File: src/pcr_defs.vh
`ifndef PCR_DEFS_VH
`define PCR_DEFS_VH
// Local register offsets (low 16 bits of the internal address)
`define PCR_OFF_IOBASE 16'hd024
`define PCR_OFF_SUBSYS 16'hd02c
`define PCR_OFF_CAPABILITY_LIST_OFFSET 16'hd034
`define PCR_OFF_CFG2 16'hd03c
// Configuration space offsets (dword aligned)
`define PCR_CFG_IOBASE 8'h24
`define PCR_CFG_SUBSYS 8'h2c
`define PCR_CFG_CAPABILITY_LIST_OFFSET 8'h34
`define PCR_CFG_CFG2 8'h3c
// Field positions
`define PCR_IOBASE_MSB 31
`define PCR_IOBASE_LSB 8
`define PCR_IO_FLAG_BIT 0
`define PCR_IOBASE_LANES 3
`define PCR_IOBASE_BE_LO 1
`define PCR_MAXLAT_LSB 24
`define PCR_MINGNT_LSB 16
`define PCR_INTPIN_LSB 8
`define PCR_INTLINE_LSB 0
`define PCR_INTLINE_BE 0
// Reset and fixed values
`define PCR_IOBASE_RST 24'h00_0000
`define PCR_IO_RSVD_VAL 7'h00
`define PCR_CAP_RSVD_VAL 24'h00_0000
`define PCR_UNMAPPED_VAL 32'h0000_0000
`define PCR_IO_FLAG_VAL 1'h1
`define PCR_SUBSYS_RST 32'h0000_0000
`define PCR_CAPABILITY_LIST_OFFSET_VAL 8'hdc
`define PCR_MAXLAT_RST 8'h0a
`define PCR_MINGNT_RST 8'h02
`define PCR_INTPIN_RST 8'h01
`define PCR_INTLINE_RST 8'h00
// EEPROM load selectors
`define PCR_LD_SUBSYS 2'h0
`define PCR_LD_CFG2 2'h1
`endif

File: src/pcr_config_header_regs.v
`timescale 1ns/1ps
`include "pcr_defs.vh"

// Functional notes
// I/O BAR base bits 31:8, 256-byte window
// I/O BAR bit0 reads one, 7:1 reserved
// Same storage appears at config offset 0x24
// Subsystem ids read-only, zero reset, EEPROM-loadable
// Capability pointer fixed 0xDC, upper reserved
// Max latency resets 0x0A, 250ns units
// Min grant resets 0x02, 250ns units
// Interrupt pin resets 0x01, 00h-04h valid
// Latency, grant, pin changed only by EEPROM
// Interrupt line read/write, zero reset, unused
// Board routes interrupt pin via EEPROM
// Reserved and read-only bits ignore writes
module pcr_config_header_regs (
   input wire sys_clk,
   input wire nrst,
   input wire clk_en,
   input wire loc_sel,
   input wire loc_wr,
   input wire [15:0] loc_addr,
   input wire [31:0] loc_wdata,
   input wire [3:0] loc_be,
   output wire [31:0] loc_rdata,
   output wire loc_ack,
   input wire cfg_sel,
   input wire cfg_wr,
   input wire [7:0] cfg_addr,
   input wire [31:0] cfg_wdata,
   input wire [3:0] cfg_be,
   output wire [31:0] cfg_rdata,
   output wire cfg_ack,
   input wire ee_load,
   input wire [1:0] ee_sel,
   input wire [31:0] ee_data,
   input wire io_cyc,
   input wire [31:0] io_addr,
   output wire io_hit
);

   // Registered outputs; every output port is driven straight from one of these
   reg [31:0] loc_rdata_reg;
   reg loc_ack_reg;
   reg [31:0] cfg_rdata_reg;
   reg cfg_ack_reg;
   reg io_hit_reg;

   // Stored configuration fields
   reg [23:0] iobase_reg;
   reg [31:0] subsys_reg;
   reg [7:0] max_latency_field_reg;
   reg [7:0] min_grant_field_reg;
   reg [7:0] interrupt_pin_select_reg;
   reg [7:0] interrupt_line_byte_reg;

   // Next values
   wire [23:0] iobase_next;
   reg [31:0] subsys_next;
   reg [7:0] max_latency_field_next;
   reg [7:0] min_grant_field_next;
   reg [7:0] interrupt_pin_select_next;
   reg [7:0] interrupt_line_byte_next;
   reg [31:0] loc_rdata_next;
   reg [31:0] cfg_rdata_next;
   reg io_hit_next;

   // Offset decode for the two access ports
   wire loc_io = loc_addr == `PCR_OFF_IOBASE;
   wire loc_cfg2 = loc_addr == `PCR_OFF_CFG2;
   wire cfg_io = cfg_addr == `PCR_CFG_IOBASE;
   wire cfg_cfg2 = cfg_addr == `PCR_CFG_CFG2;

   // Both ports reach one storage; the local port wins a same-cycle write collision
   wire loc_write = loc_sel & loc_wr;
   wire cfg_write = cfg_sel & cfg_wr & ~loc_write;
   wire loc_read = loc_sel & ~loc_wr;
   wire cfg_read = cfg_sel & ~cfg_wr;
   wire io_wr = (loc_write & loc_io) | (cfg_write & cfg_io);
   wire il_wr = (loc_write & loc_cfg2) | (cfg_write & cfg_cfg2);
   wire [31:0] wd = loc_write ? loc_wdata : cfg_wdata;
   wire [3:0] wbe = loc_write ? loc_be : cfg_be;

   // EEPROM load groups; the other selector codes are ignored
   wire ee_subsys = ee_load & (ee_sel == `PCR_LD_SUBSYS);
   wire ee_cfg2 = ee_load & (ee_sel == `PCR_LD_CFG2);

   // Upper address bits of an I/O cycle, compared against the stored base
   wire [23:0] io_page = io_addr[`PCR_IOBASE_MSB:`PCR_IOBASE_LSB];
   wire io_page_match = io_page == iobase_reg;

   wire [31:0] io_word = {iobase_reg, `PCR_IO_RSVD_VAL, `PCR_IO_FLAG_VAL};
   wire [31:0] cap_word = {`PCR_CAP_RSVD_VAL, `PCR_CAPABILITY_LIST_OFFSET_VAL};
   wire [31:0] cfg2_word = {max_latency_field_reg, min_grant_field_reg,
                            interrupt_pin_select_reg, interrupt_line_byte_reg};

   reg [31:0] loc_mux;
   reg [31:0] cfg_mux;

   always @* begin
      case (loc_addr)
         `PCR_OFF_IOBASE: loc_mux = io_word;
         `PCR_OFF_SUBSYS: loc_mux = subsys_reg;
         `PCR_OFF_CAPABILITY_LIST_OFFSET: loc_mux = cap_word;
         `PCR_OFF_CFG2: loc_mux = cfg2_word;
         default: loc_mux = `PCR_UNMAPPED_VAL;
      endcase
   end

   always @* begin
      case (cfg_addr)
         `PCR_CFG_IOBASE: cfg_mux = io_word;
         `PCR_CFG_SUBSYS: cfg_mux = subsys_reg;
         `PCR_CFG_CAPABILITY_LIST_OFFSET: cfg_mux = cap_word;
         `PCR_CFG_CFG2: cfg_mux = cfg2_word;
         default: cfg_mux = `PCR_UNMAPPED_VAL;
      endcase
   end

   // One lane per stored base byte; the low byte of the BAR has no storage
   genvar lane;
   generate
      for (lane = 0; lane < `PCR_IOBASE_LANES; lane = lane + 1) begin : g_base_lane
         wire lane_wr = io_wr & wbe[lane + `PCR_IOBASE_BE_LO];
         assign iobase_next[lane*8 +: 8] = lane_wr ? wd[lane*8 + `PCR_IOBASE_LSB +: 8] :
                                                     iobase_reg[lane*8 +: 8];
      end
   endgenerate

   // Subsystem word is read-only to both ports
   always @* begin
      subsys_next = subsys_reg;
      if (ee_subsys) begin
         subsys_next = ee_data;
      end
   end

   // Latency, grant and pin ignore bus writes; only the EEPROM load moves them
   always @* begin
      max_latency_field_next = max_latency_field_reg;
      min_grant_field_next = min_grant_field_reg;
      interrupt_pin_select_next = interrupt_pin_select_reg;
      if (ee_cfg2) begin
         max_latency_field_next = ee_data[`PCR_MAXLAT_LSB +: 8];
         min_grant_field_next = ee_data[`PCR_MINGNT_LSB +: 8];
         interrupt_pin_select_next = ee_data[`PCR_INTPIN_LSB +: 8];
      end
   end

   // Interrupt line is bookkeeping only; nothing in the block acts on it
   always @* begin
      interrupt_line_byte_next = interrupt_line_byte_reg;
      if (il_wr && wbe[`PCR_INTLINE_BE]) begin
         interrupt_line_byte_next = wd[`PCR_INTLINE_LSB +: 8];
      end
   end

   // Read data is zero outside reads so a write never echoes stale data
   always @* begin
      loc_rdata_next = `PCR_UNMAPPED_VAL;
      if (loc_read) begin
         loc_rdata_next = loc_mux;
      end
   end

   always @* begin
      cfg_rdata_next = `PCR_UNMAPPED_VAL;
      if (cfg_read) begin
         cfg_rdata_next = cfg_mux;
      end
   end

   // Claim decode uses the stored base; a new base claims from the next cycle on
   always @* begin
      io_hit_next = 1'b0;
      if (io_cyc && io_page_match) begin
         io_hit_next = 1'b1;
      end
   end

   // Reset wins over the clock enable so a stalled enable cannot block initialisation
   always @(posedge sys_clk) begin
      if (!nrst) begin
         iobase_reg <= `PCR_IOBASE_RST;
         subsys_reg <= `PCR_SUBSYS_RST;
         max_latency_field_reg <= `PCR_MAXLAT_RST;
         min_grant_field_reg <= `PCR_MINGNT_RST;
         interrupt_pin_select_reg <= `PCR_INTPIN_RST;
         interrupt_line_byte_reg <= `PCR_INTLINE_RST;
      end else if (clk_en) begin
         iobase_reg <= iobase_next;
         subsys_reg <= subsys_next;
         max_latency_field_reg <= max_latency_field_next;
         min_grant_field_reg <= min_grant_field_next;
         interrupt_pin_select_reg <= interrupt_pin_select_next;
         interrupt_line_byte_reg <= interrupt_line_byte_next;
      end
   end

   // Output stage; acknowledges are one-cycle pulses per selected cycle
   always @(posedge sys_clk) begin
      if (!nrst) begin
         loc_rdata_reg <= `PCR_UNMAPPED_VAL;
         loc_ack_reg <= 1'b0;
         cfg_rdata_reg <= `PCR_UNMAPPED_VAL;
         cfg_ack_reg <= 1'b0;
         io_hit_reg <= 1'b0;
      end else if (clk_en) begin
         loc_rdata_reg <= loc_rdata_next;
         loc_ack_reg <= loc_sel;
         cfg_rdata_reg <= cfg_rdata_next;
         cfg_ack_reg <= cfg_sel;
         io_hit_reg <= io_hit_next;
      end
   end

   assign loc_rdata = loc_rdata_reg;
   assign loc_ack = loc_ack_reg;
   assign cfg_rdata = cfg_rdata_reg;
   assign cfg_ack = cfg_ack_reg;
   assign io_hit = io_hit_reg;

endmodule // pcr_config_header_regs

File: config.mk
export PLATFORM = sky130hd
export DESIGN_NAME = pcr_config_header_regs
export DESIGN_NICKNAME = d
export VERILOG_FILES = /design/src/pcr_config_header_regs.v
export VERILOG_INCLUDE_DIRS = /design/src
export SDC_FILE = /design/constraint.sdc
export NUM_CORES = 1
export LEC_CHECK = 0
export BUFFER_PORTS_ARGS = -buffer_cell sky130_fd_sc_hd__buf_2
export CAP_MARGIN = 20
export CORE_UTILIZATION = 50
export CTS_BUF_LIST = sky130_fd_sc_hd__clkbuf_8
export CTS_CLUSTER_SIZE = 16
export DETAILED_ROUTE_END_ITERATION = 8
export GPL_ROUTABILITY_DRIVEN = 0
export PLACE_DENSITY = 0.8
export SLEW_MARGIN = 20
export SYNTH_ARGS = -nofsm -noshare
export SYNTH_HDL_FRONTEND = slang
export SYNTH_SLANG_ARGS = --single-unit
File: constraint.sdc
create_clock -name sys_clk -period 4.2 [get_ports sys_clk]
set_input_delay 0.84 -clock sys_clk [delete_from_list [all_inputs] [get_ports sys_clk]]
set_output_delay 0.84 -clock sys_clk [all_outputs]
set_load 0.05 [all_outputs]
[After elaboration in Yosys (flattened, before gate mapping)]
Index checks and enable logic that the tools add are counted.
Word-level totals
  bits in registers: 155
  input bits: 171
  output and inout port bits: 67
  logic and storage cells: 58
Cells by class
  equal/unequal tests: 10
  muxes and demuxes: 7
  bitwise logic cells: 19
  reduce and logical (&&, ||, !) cells: 9
Operator list (count)
  $pmux 32 s4: 2
  $mux 32: 3
  $eq 16x16->1 const B: 4
  $eq 8x6->1 const B: 4
  $eq 24x24->1: 1
  $and 1x1->1: 14
  $reduce_and 2->1: 6
  $mux 4: 1
  $not 1->1: 3
  $eq 2x1->1 const B: 1
  $logic_and 1x1->1: 2
  $logic_not 2->1: 1
  $or 1x1->1: 2
  $mux 1: 1

[Longest topological paths before layout]
Gate-level depths: netlist of run 1.
  word-level depth: 7
  gate-level depth with buffers: 7
  depth with buffers taken out: 4

[Worst setup path after synthesis of run 1]
OpenSTA, ideal clock, no wires.
  path kind: input to register
  start point: in cfg_addr[3]
  end point: reg iobase_reg[14]
  library setup time: 0.061 ns
  arrival time: 2.173 ns
  slack: 1.966 ns
  cell stages on the path: 5
  path buffers: 1
  cells stage by stage: buf_4 -> nor2_2 -> or4b_4 -> o32ai_4 -> o221a_1
Between the ends
  cells in the longest elaborated chain, start to end: 5
Ends and longest elaborated chain
  start, declared: RTL line pcr_config_header_regs.v:30  | input wire [7:0] cfg_addr,
  $eq 8x6->1
  $and 1x1->1: RTL line pcr_config_header_regs.v:80  | wire io_wr = (loc_write & loc_io) | (cfg_write & cfg_io);
  $or 1x1->1: RTL line pcr_config_header_regs.v:80
  $and 1x1->1: RTL line pcr_config_header_regs.v:125  | wire lane_wr = io_wr & wbe[lane + `PCR_IOBASE_BE_LO];
  $reduce_and 2->1 (no line)
  end signal, assigned: RTL line pcr_config_header_regs.v:185  | iobase_reg <= `PCR_IOBASE_RST;
  end signal, assigned: RTL line pcr_config_header_regs.v:192  | iobase_reg <= iobase_next;
  end, declared: RTL line pcr_config_header_regs.v:51  | reg [23:0] iobase_reg;
Every way passes these cells.
A chain may end at the register's enable or synchronous reset.

==> summary by stage, run 1 <==
Route
The sum of routed wire segments on met1 is 9820 um. The first-pass iteration count of the detailed router is 5. Detailed routing placed a total of 2720 um of wire on met3. The highest layer touched by signal routing is met4. The initial DRC count is 637. The number of vias after detailed routing is 7210. Dividing the detail-routed via count by the number of cells gives 5.99. After detailed routing, the average wire length per cell comes to 20.1 um. For this run, design rule violations remaining after detail routing come to 0.

Summed over all nets, wire length on met2 after detailed routing comes to 11000 um. Wires add up to 24100 um. In this run the remaining antenna-violating nets after routing total 0.

Worst setup path
Of all nets on the critical path, the largest fanout is 30. At the worst endpoint, the arrival time is 3.22 ns. The critical path launch point type is a primary input.

The kind of critical path is in2reg. The endpoint kind of the worst setup timing path is a flop. The data required time at the worst endpoint is 4.57 ns.

Final layout
The leading cell type in the layout, fill and taps excluded is buf_2. The library cells used most frequently in the layout, excluding fill and tap cells, are buf_2 (229), nand2_1 (158), dfxtp_1 (155). Fill cells in the final layout number 1221. The area growth from synthesis to layout is 23.4%. The area used by multi-input combinational logic is 0.00397 mm^2. The net total in the final layout is 1180. Measured on the finished design, the core utilization comes to 0.642. With fillers left out, the area of the finished cells amounts to 0.00905 mm^2. Registers take 0.00310 mm^2. The finished layout holds 1203 standard cells, fillers aside.

In the final layout, the share of cells above drive strength 1 is 0.338.

Placed design
Port buffering added 229 buffers. In this run the cell area measured after placement is 0.00859 mm^2. In this run, placement finished with an instance count of 1170.

Once detailed placement completed, the half-perimeter wirelength came to 16100 um.

Synthesis
The number of nets in the synthesized netlist is 979. For this run, asynchronously set or reset flops after synthesis account for 0. The dominant register cell in the synthesized netlist is dfxtp_1. In this run, synthesis produced a sequential element count of 155. After synthesis, the mean cell area works out to 9.08 um^2. The post-synth design cell area is 0.00734 mm^2. The count of yosys warnings during synthesis is 0. The synthesized design contains 0 enable-type register cells.

Synthesis handed over a netlist of 808 instances. The number of unique standard cell types used by synthesis is 47. For this run, the register share of the synthesized area comes to 0.423.

STA
The max-slew violation count is 0. Setup repair after global routing left no endpoint under its margin. Dividing the final minimum period by the clock period gives 0.678.

At the pin with the least slew margin, the transition time is 1.10 ns. The shortest clock period the worst path allows after layout is 2.85 ns. Headroom to the max-slew limit came out at 0.264. In the final timing run, aggregate negative setup slack is 0 ns. Final hold analysis gives a worst-case slack of 0.462 ns. The count of endpoints failing hold in the final timing report is 0. The worst setup skew after layout is 0.0124 ns.

Based on the critical path, the design can be clocked at up to 0.351 GHz. Setup violations remaining at the end of the flow were counted as 0.

Die
The horizontal die dimension is 123 um. The effective utilization at floorplan is 0.521. The floorplan row count is 43. The total die area is 0.0152 mm^2. In this run the standard cell core region covers 0.0141 mm^2. The die is 123 um tall. The count of boundary I/O pins is 238.

Run
Across the run, the number of max-cap violations was 0.

Outcome
The run finished with clean final reports.

GRT
The maximum number of pins on one net before global-route repair is 83. The total overflow left after global routing is 0. For this run, the total global-route usage over all layers was measured as 0.320.

The wire length of the first global-routing pass is 35800 um. The via count of the first global-routing pass was 6741. The number of antenna violations at the first check in global routing is 1.

CTS
The tree is rooted in a clkbuf_8. The clock passes through at most 2 buffers. For the worst-skew pair, the clock arrives at the later sink with an insertion delay of 0.47 ns. In this run the post-CTS setup repair buffer count came out at 0. In this run, post-CTS hold repair placed 0 buffers.

TritonCTS built the clock tree. The sink count of the clock tree is 155. The post-cts gate resize count is 0. Clock-pin slew was measured on the worst setup and hold paths at 0.08 ns.

Counting the buffers created by CTS gives 17. The number of H-tree levels is 4.

Worst hold path
The min-delay analysis places its worst path in the category reg2reg.

Power
The leakage component of the power is 3.73 nW. The worst supply voltage drop on vdd is 0.239 mV. The power density over cell area is 342 mW/mm^2.
[where the power goes]
part	internal, mW	leakage, nW	switching, mW
logic	0.131	2.25	0.179
clock network	0.734	0.236	0.564
registers	1.48	1.25	0.00891
[path summary, 6_finish.rpt]
| kind | slack (ns) | from | cells after the start | to |
|---|---|---|---|---|
| worst min-delay path | 0.46 | subsys_reg[0] | 2 | subsys_reg[0] |
| worst max-delay path | 1.35 | nrst | 6 | loc_rdata[9] |
| worst max register to register | 2.53 | iobase_reg[4] | 4 | io_hit |
| worst min register to register | 0.46 | subsys_reg[0] | 2 | subsys_reg[0] |
[critical path, cell delays in order]
cell and delay [ns]:
buf_2 0.08, buf_4 0.33, inv_2 0.23, nor3_4 0.63
nand3_2 0.68, o211ai_1 0.42
[metal layers]
layer / vias to the layer above / track usage
met1: 3353 / 0.409
li1: 3347 / -
met5: - / 0
met2: 455 / 0.508
met4: 0 / 0.130
met3: 55 / 0.0872
[area by class of cell]
cell class              instances  area share
multi-input cells             582       0.439
flip-flops and latches        155       0.343
repair buffers                244       0.139
clock buffers                  19      0.0289
well taps                     180      0.0249
clock inverters                13      0.0220
inverters                       9     0.00373
diodes                          1    0.000276
[synth_stat cells (2+ instances only)]
library cell  instances  area [um^2]
buf_1                 6         22.5
o211ai_1             23          173
mux2_2               51          574
o31ai_1               5         37.5
o32ai_4               3         82.6
a211oi_1             16          120
nand3_1               7         35.0
a22o_1               24          210
clkbuf_1             47          176
xnor2_1              24          210
inv_1                 8         30.0
nor3b_1               2         15.0
mux2i_1              35          350
nor4_1                5         31.3
buf_4                 3         22.5
a21oi_1              70          350
nand4bb_4             2         55.1
nand4_1              32          200
o221a_1              24          270
nor2_1               40          150
nand2_1             159          597
nor3_2                2         20.0
a32oi_1               2         17.5
nor3_1                3         15.0
o21ai_0               3         15.0
or3_1                 7         43.8
buf_2                 5         25.0
dfxtp_1             155         3100
a22oi_1              27          203
[metrics by stage]
step	power [mW]	setup slack, ns
6_report	3.10	1.35
5_1_grt	3.19	1.24
4_1_cts	3.10	1.41
3_5_place_dp	1.83	0.938
3_3_place_gp	1.82	1.01
2_1_floorplan	1.69	1.97
[kinds of logic after synthesis]
group,synth area share
buffers and inverters,0.0397
multiplexers,0.126
XOR/XNOR,0.0286
AND/OR/NAND/NOR,0.176
flip-flops,0.423
AO/OA/AOI/OAI,0.207
Note: power is estimated with default switching activity, not from simulation.
==> run 2, diff against run 1 <==
--- a/config.mk
+++ b/config.mk
@@ -8,7 +8,7 @@
 export LEC_CHECK = 0
 export BUFFER_PORTS_ARGS = -buffer_cell sky130_fd_sc_hd__buf_2
 export CAP_MARGIN = 20
-export CORE_UTILIZATION = 50
+export CORE_UTILIZATION = 48
 export CTS_BUF_LIST = sky130_fd_sc_hd__clkbuf_8
 export CTS_CLUSTER_SIZE = 16
 export DETAILED_ROUTE_END_ITERATION = 8
==> constraint.sdc (replaced) <==
create_clock -name sys_clk -period 2.5 [get_ports sys_clk]
set_input_delay 0.5 -clock sys_clk [delete_from_list [all_inputs] [get_ports sys_clk]]
set_output_delay 0.5 -clock sys_clk [all_outputs]
set_load 0.05 [all_outputs]
==> run 2 against run 1 <==
  * The run now ends with design-rule violations left
  * Worst hold slack got worse by 0.20 ns
  * Sequential cell count unchanged
  * Setup slack lost 0.65 ns
  * Combinational power rose by 70%
  * Largest power group unchanged
  * Sequential power rose by 68%
  * Global-route usage fell by 1.8 points
  * Count of clock-buffer cells in the layout down 1
  * First-iteration DRC count fell by 5.5%
  * Via count shrank 0.12%
  * Clock skew fell by 0.0032 ns
  * Total power is 61% higher
==> summary by stage, run 2 (synthesis gave the netlist of run 1 again) <==
Die
The core area is 0.0147 mm^2. The count of boundary I/O pins is 238. Measured along the x axis, the die boundary spans 126 um. The die extent in y is 126 um.

The floorplan has 44 rows. The total die area is 0.0158 mm^2. The initial utilization of the core area, before any placement, comes to 0.499.

Route
The detail-routed net length per standard cell is 19.4 um. The routed wire length is 23700 um. The number of vias after detailed routing is 7201. The first detailed-routing pass took 8 iterations. The first routing iteration left 602 violations. The number of routed nets with antenna violations is 0. Using the TritonRoute via totals, the vias-per-cell ratio works out to 5.90. In the routed design, unresolved DRC markers number 17.

STA
For this run, the top clock speed supported by timing is 0.557 GHz. The count of endpoints failing hold in the final timing report was 0. The worst setup skew after layout is 0.00919 ns. The max-slew violation count is 0. The final setup violation count is 0.

Setup repair after global routing left no endpoint under its margin. The worst pin sits at a relative slew slack of 0.289. The final worst-path setup slack is 0.704 ns. The measured slew at the worst slew-check pin is 1.07 ns. Setup total negative slack on the finished layout was measured at 0 ns. The ratio of final minimum period to clock period is 0.718. The shortest clock period the worst path allows after layout is 1.80 ns.

Worst setup path
The kind of critical path is in2reg. Walking the worst path, the cells encountered are buf_2 -> nor4b_1 -> nand4_1 -> buf_4 -> o32ai_4 -> o221a_1. In this design, the stage delay of the slowest critical-path cell is 0.49 ns. The worst-path maximum fanout is 8. The endpoint kind of the worst setup timing path is a flop.

The endpoint arrival time on the critical path is 2.20 ns. The critical path launch point type is a primary input. The slowest stage of the critical path is the nor4b_1 cell. Grouping stages by cell kind, the critical path spends the most delay in compound AO/OA/AOI/OAI gates. The data required time at the worst endpoint is 2.91 ns. The sum of buffers and inverters on the critical path is 2.

Power
For this design the ratio of total power to cell area is 545 mW/mm^2. The worst-case IR drop observed on VDD is 0.340 mV. In this run the static leakage power is 3.79 nW.

CTS
The later pin in the worst-skew pair is clocked with a latency of 0.46 ns. The library cell used as clock root buffer is clkbuf_8. The hold-fix buffer count after cts is 0. The tree built by TritonCTS fans out to 155 sinks. The CTS tree is yes. In this run the post-CTS setup repair buffer count came out at 0. The longest clock path from root to sink contains 2 buffers.

After clock tree synthesis, the clock-pin slew on the worst setup and hold paths is 0.08 ns. The number of clock buffers inserted by TritonCTS is 17. The H-tree generated during clock tree synthesis spans 4 levels.

The post-cts gate resize count is 0.

GRT
The busiest metal layer after global routing is met2. The total routing usage reported by global routing is 0.302. In the global route stage, met2 resource usage came out at 0.490.

For this run, global-route usage on met1 was measured as 0.379. Entering global routing, the biggest net connects 95 pins. The via count of the first global-routing pass is 6867. After global routing the overflow that remains totals 0. The number of antenna violations at the first check in global routing is 1.

The wire length of the first global-routing pass is 36500 um. The met3 capacity usage during global routing is 0.0633.

Placed design
The count of input and output buffers is 229. The worst slack at placement is 0.242 ns. Detailed placement ended at an HPWL of 16600 um.

Worst hold path
The tightest min-delay check is of the in2reg type.

Final layout
For this run, the post-layout net count is 1194. The synthesis-to-layout area growth is 24.5%. The leading cell type in the layout, fill and taps excluded is buf_2. In the final layout, the share of cells above drive strength 1 is 0.346. Leaving out fill and tap cells, the most frequent cells in the layout are buf_2 (229), nand2_1 (158), dfxtp_1 (155).

Outcome
The run finished, with violations left. The checks that failed: design-rule violations.

Run
The max-cap check violation count is 0.
==> run 2: cell count changes in the layout (fill, tap and decap cells not counted), sizes merged <==
| cell | before | now |
|---|---|---|
| buf | 244 | 258 |
| clkinv | 2 | 5 |
| bufinv | 5 | 3 |
| clkinvlp | 2 | 0 |
| clkbuf | 19 | 18 |
| inv | 13 | 14 |
==> run 2: final timing paths <==
check	slack (ns)	startpoint	to	depth (start not counted)
min reg2reg	0.45	loc_rdata[30]	loc_rdata[30]	2
max reg2reg	1.03	iobase_reg[4]	io_hit	4
max	0.70	loc_addr[7]	iobase_reg[14]	6
min	0.26	ee_data[25]	max_latency_field_reg[1]	3
==> run 2: cell type report <==
class / count / area (um^2)
fill: 1265 / 5570
multi-input combinational: 582 / 3980
sequential: 155 / 3100
timing repair buffer: 258 / 1390
clock buffer: 18 / 248
tap: 184 / 230
clock inverter: 13 / 151
inverter: 9 / 33.8
antenna: 1 / 2.50
==> run 2: metal layers <==
layer,part of all wire,vias to the layer above
met4,0.035,0
met1,0.42,3412
met3,0.072,58
met2,0.47,351
met5,0,-
li1,-,3380
==> run 2: through the flow <==
step	hold slack, ns	cell area (um^2)	total power [mW]	cells	utilization
floorplan	0.436	7340	2.83	808	-
global placement	0.433	8730	3.07	1188	0.594
detailed placement	0.434	8730	3.08	1188	0.594
CTS	0.251	9130	4.98	1219	0.621
global route	0.265	9130	5.13	1220	0.621
finish	0.262	9130	4.98	1220	0.621
==> run 2: power by group <==
part           switching, mW  internal [mW]  total [mW]
clock                  0.944           1.00        1.94
sequential            0.0149           2.49        2.50
combinational          0.300          0.228       0.528
total                   1.26           3.72        4.98
==> run 2: worst register-to-register path, delay by kind of cell (launching register included) <==
kind	cells	cell delay (ns)
compound gates	1	0.16
xor+xnor	1	0.37
flops	1	0.37
simple gates	2	0.53
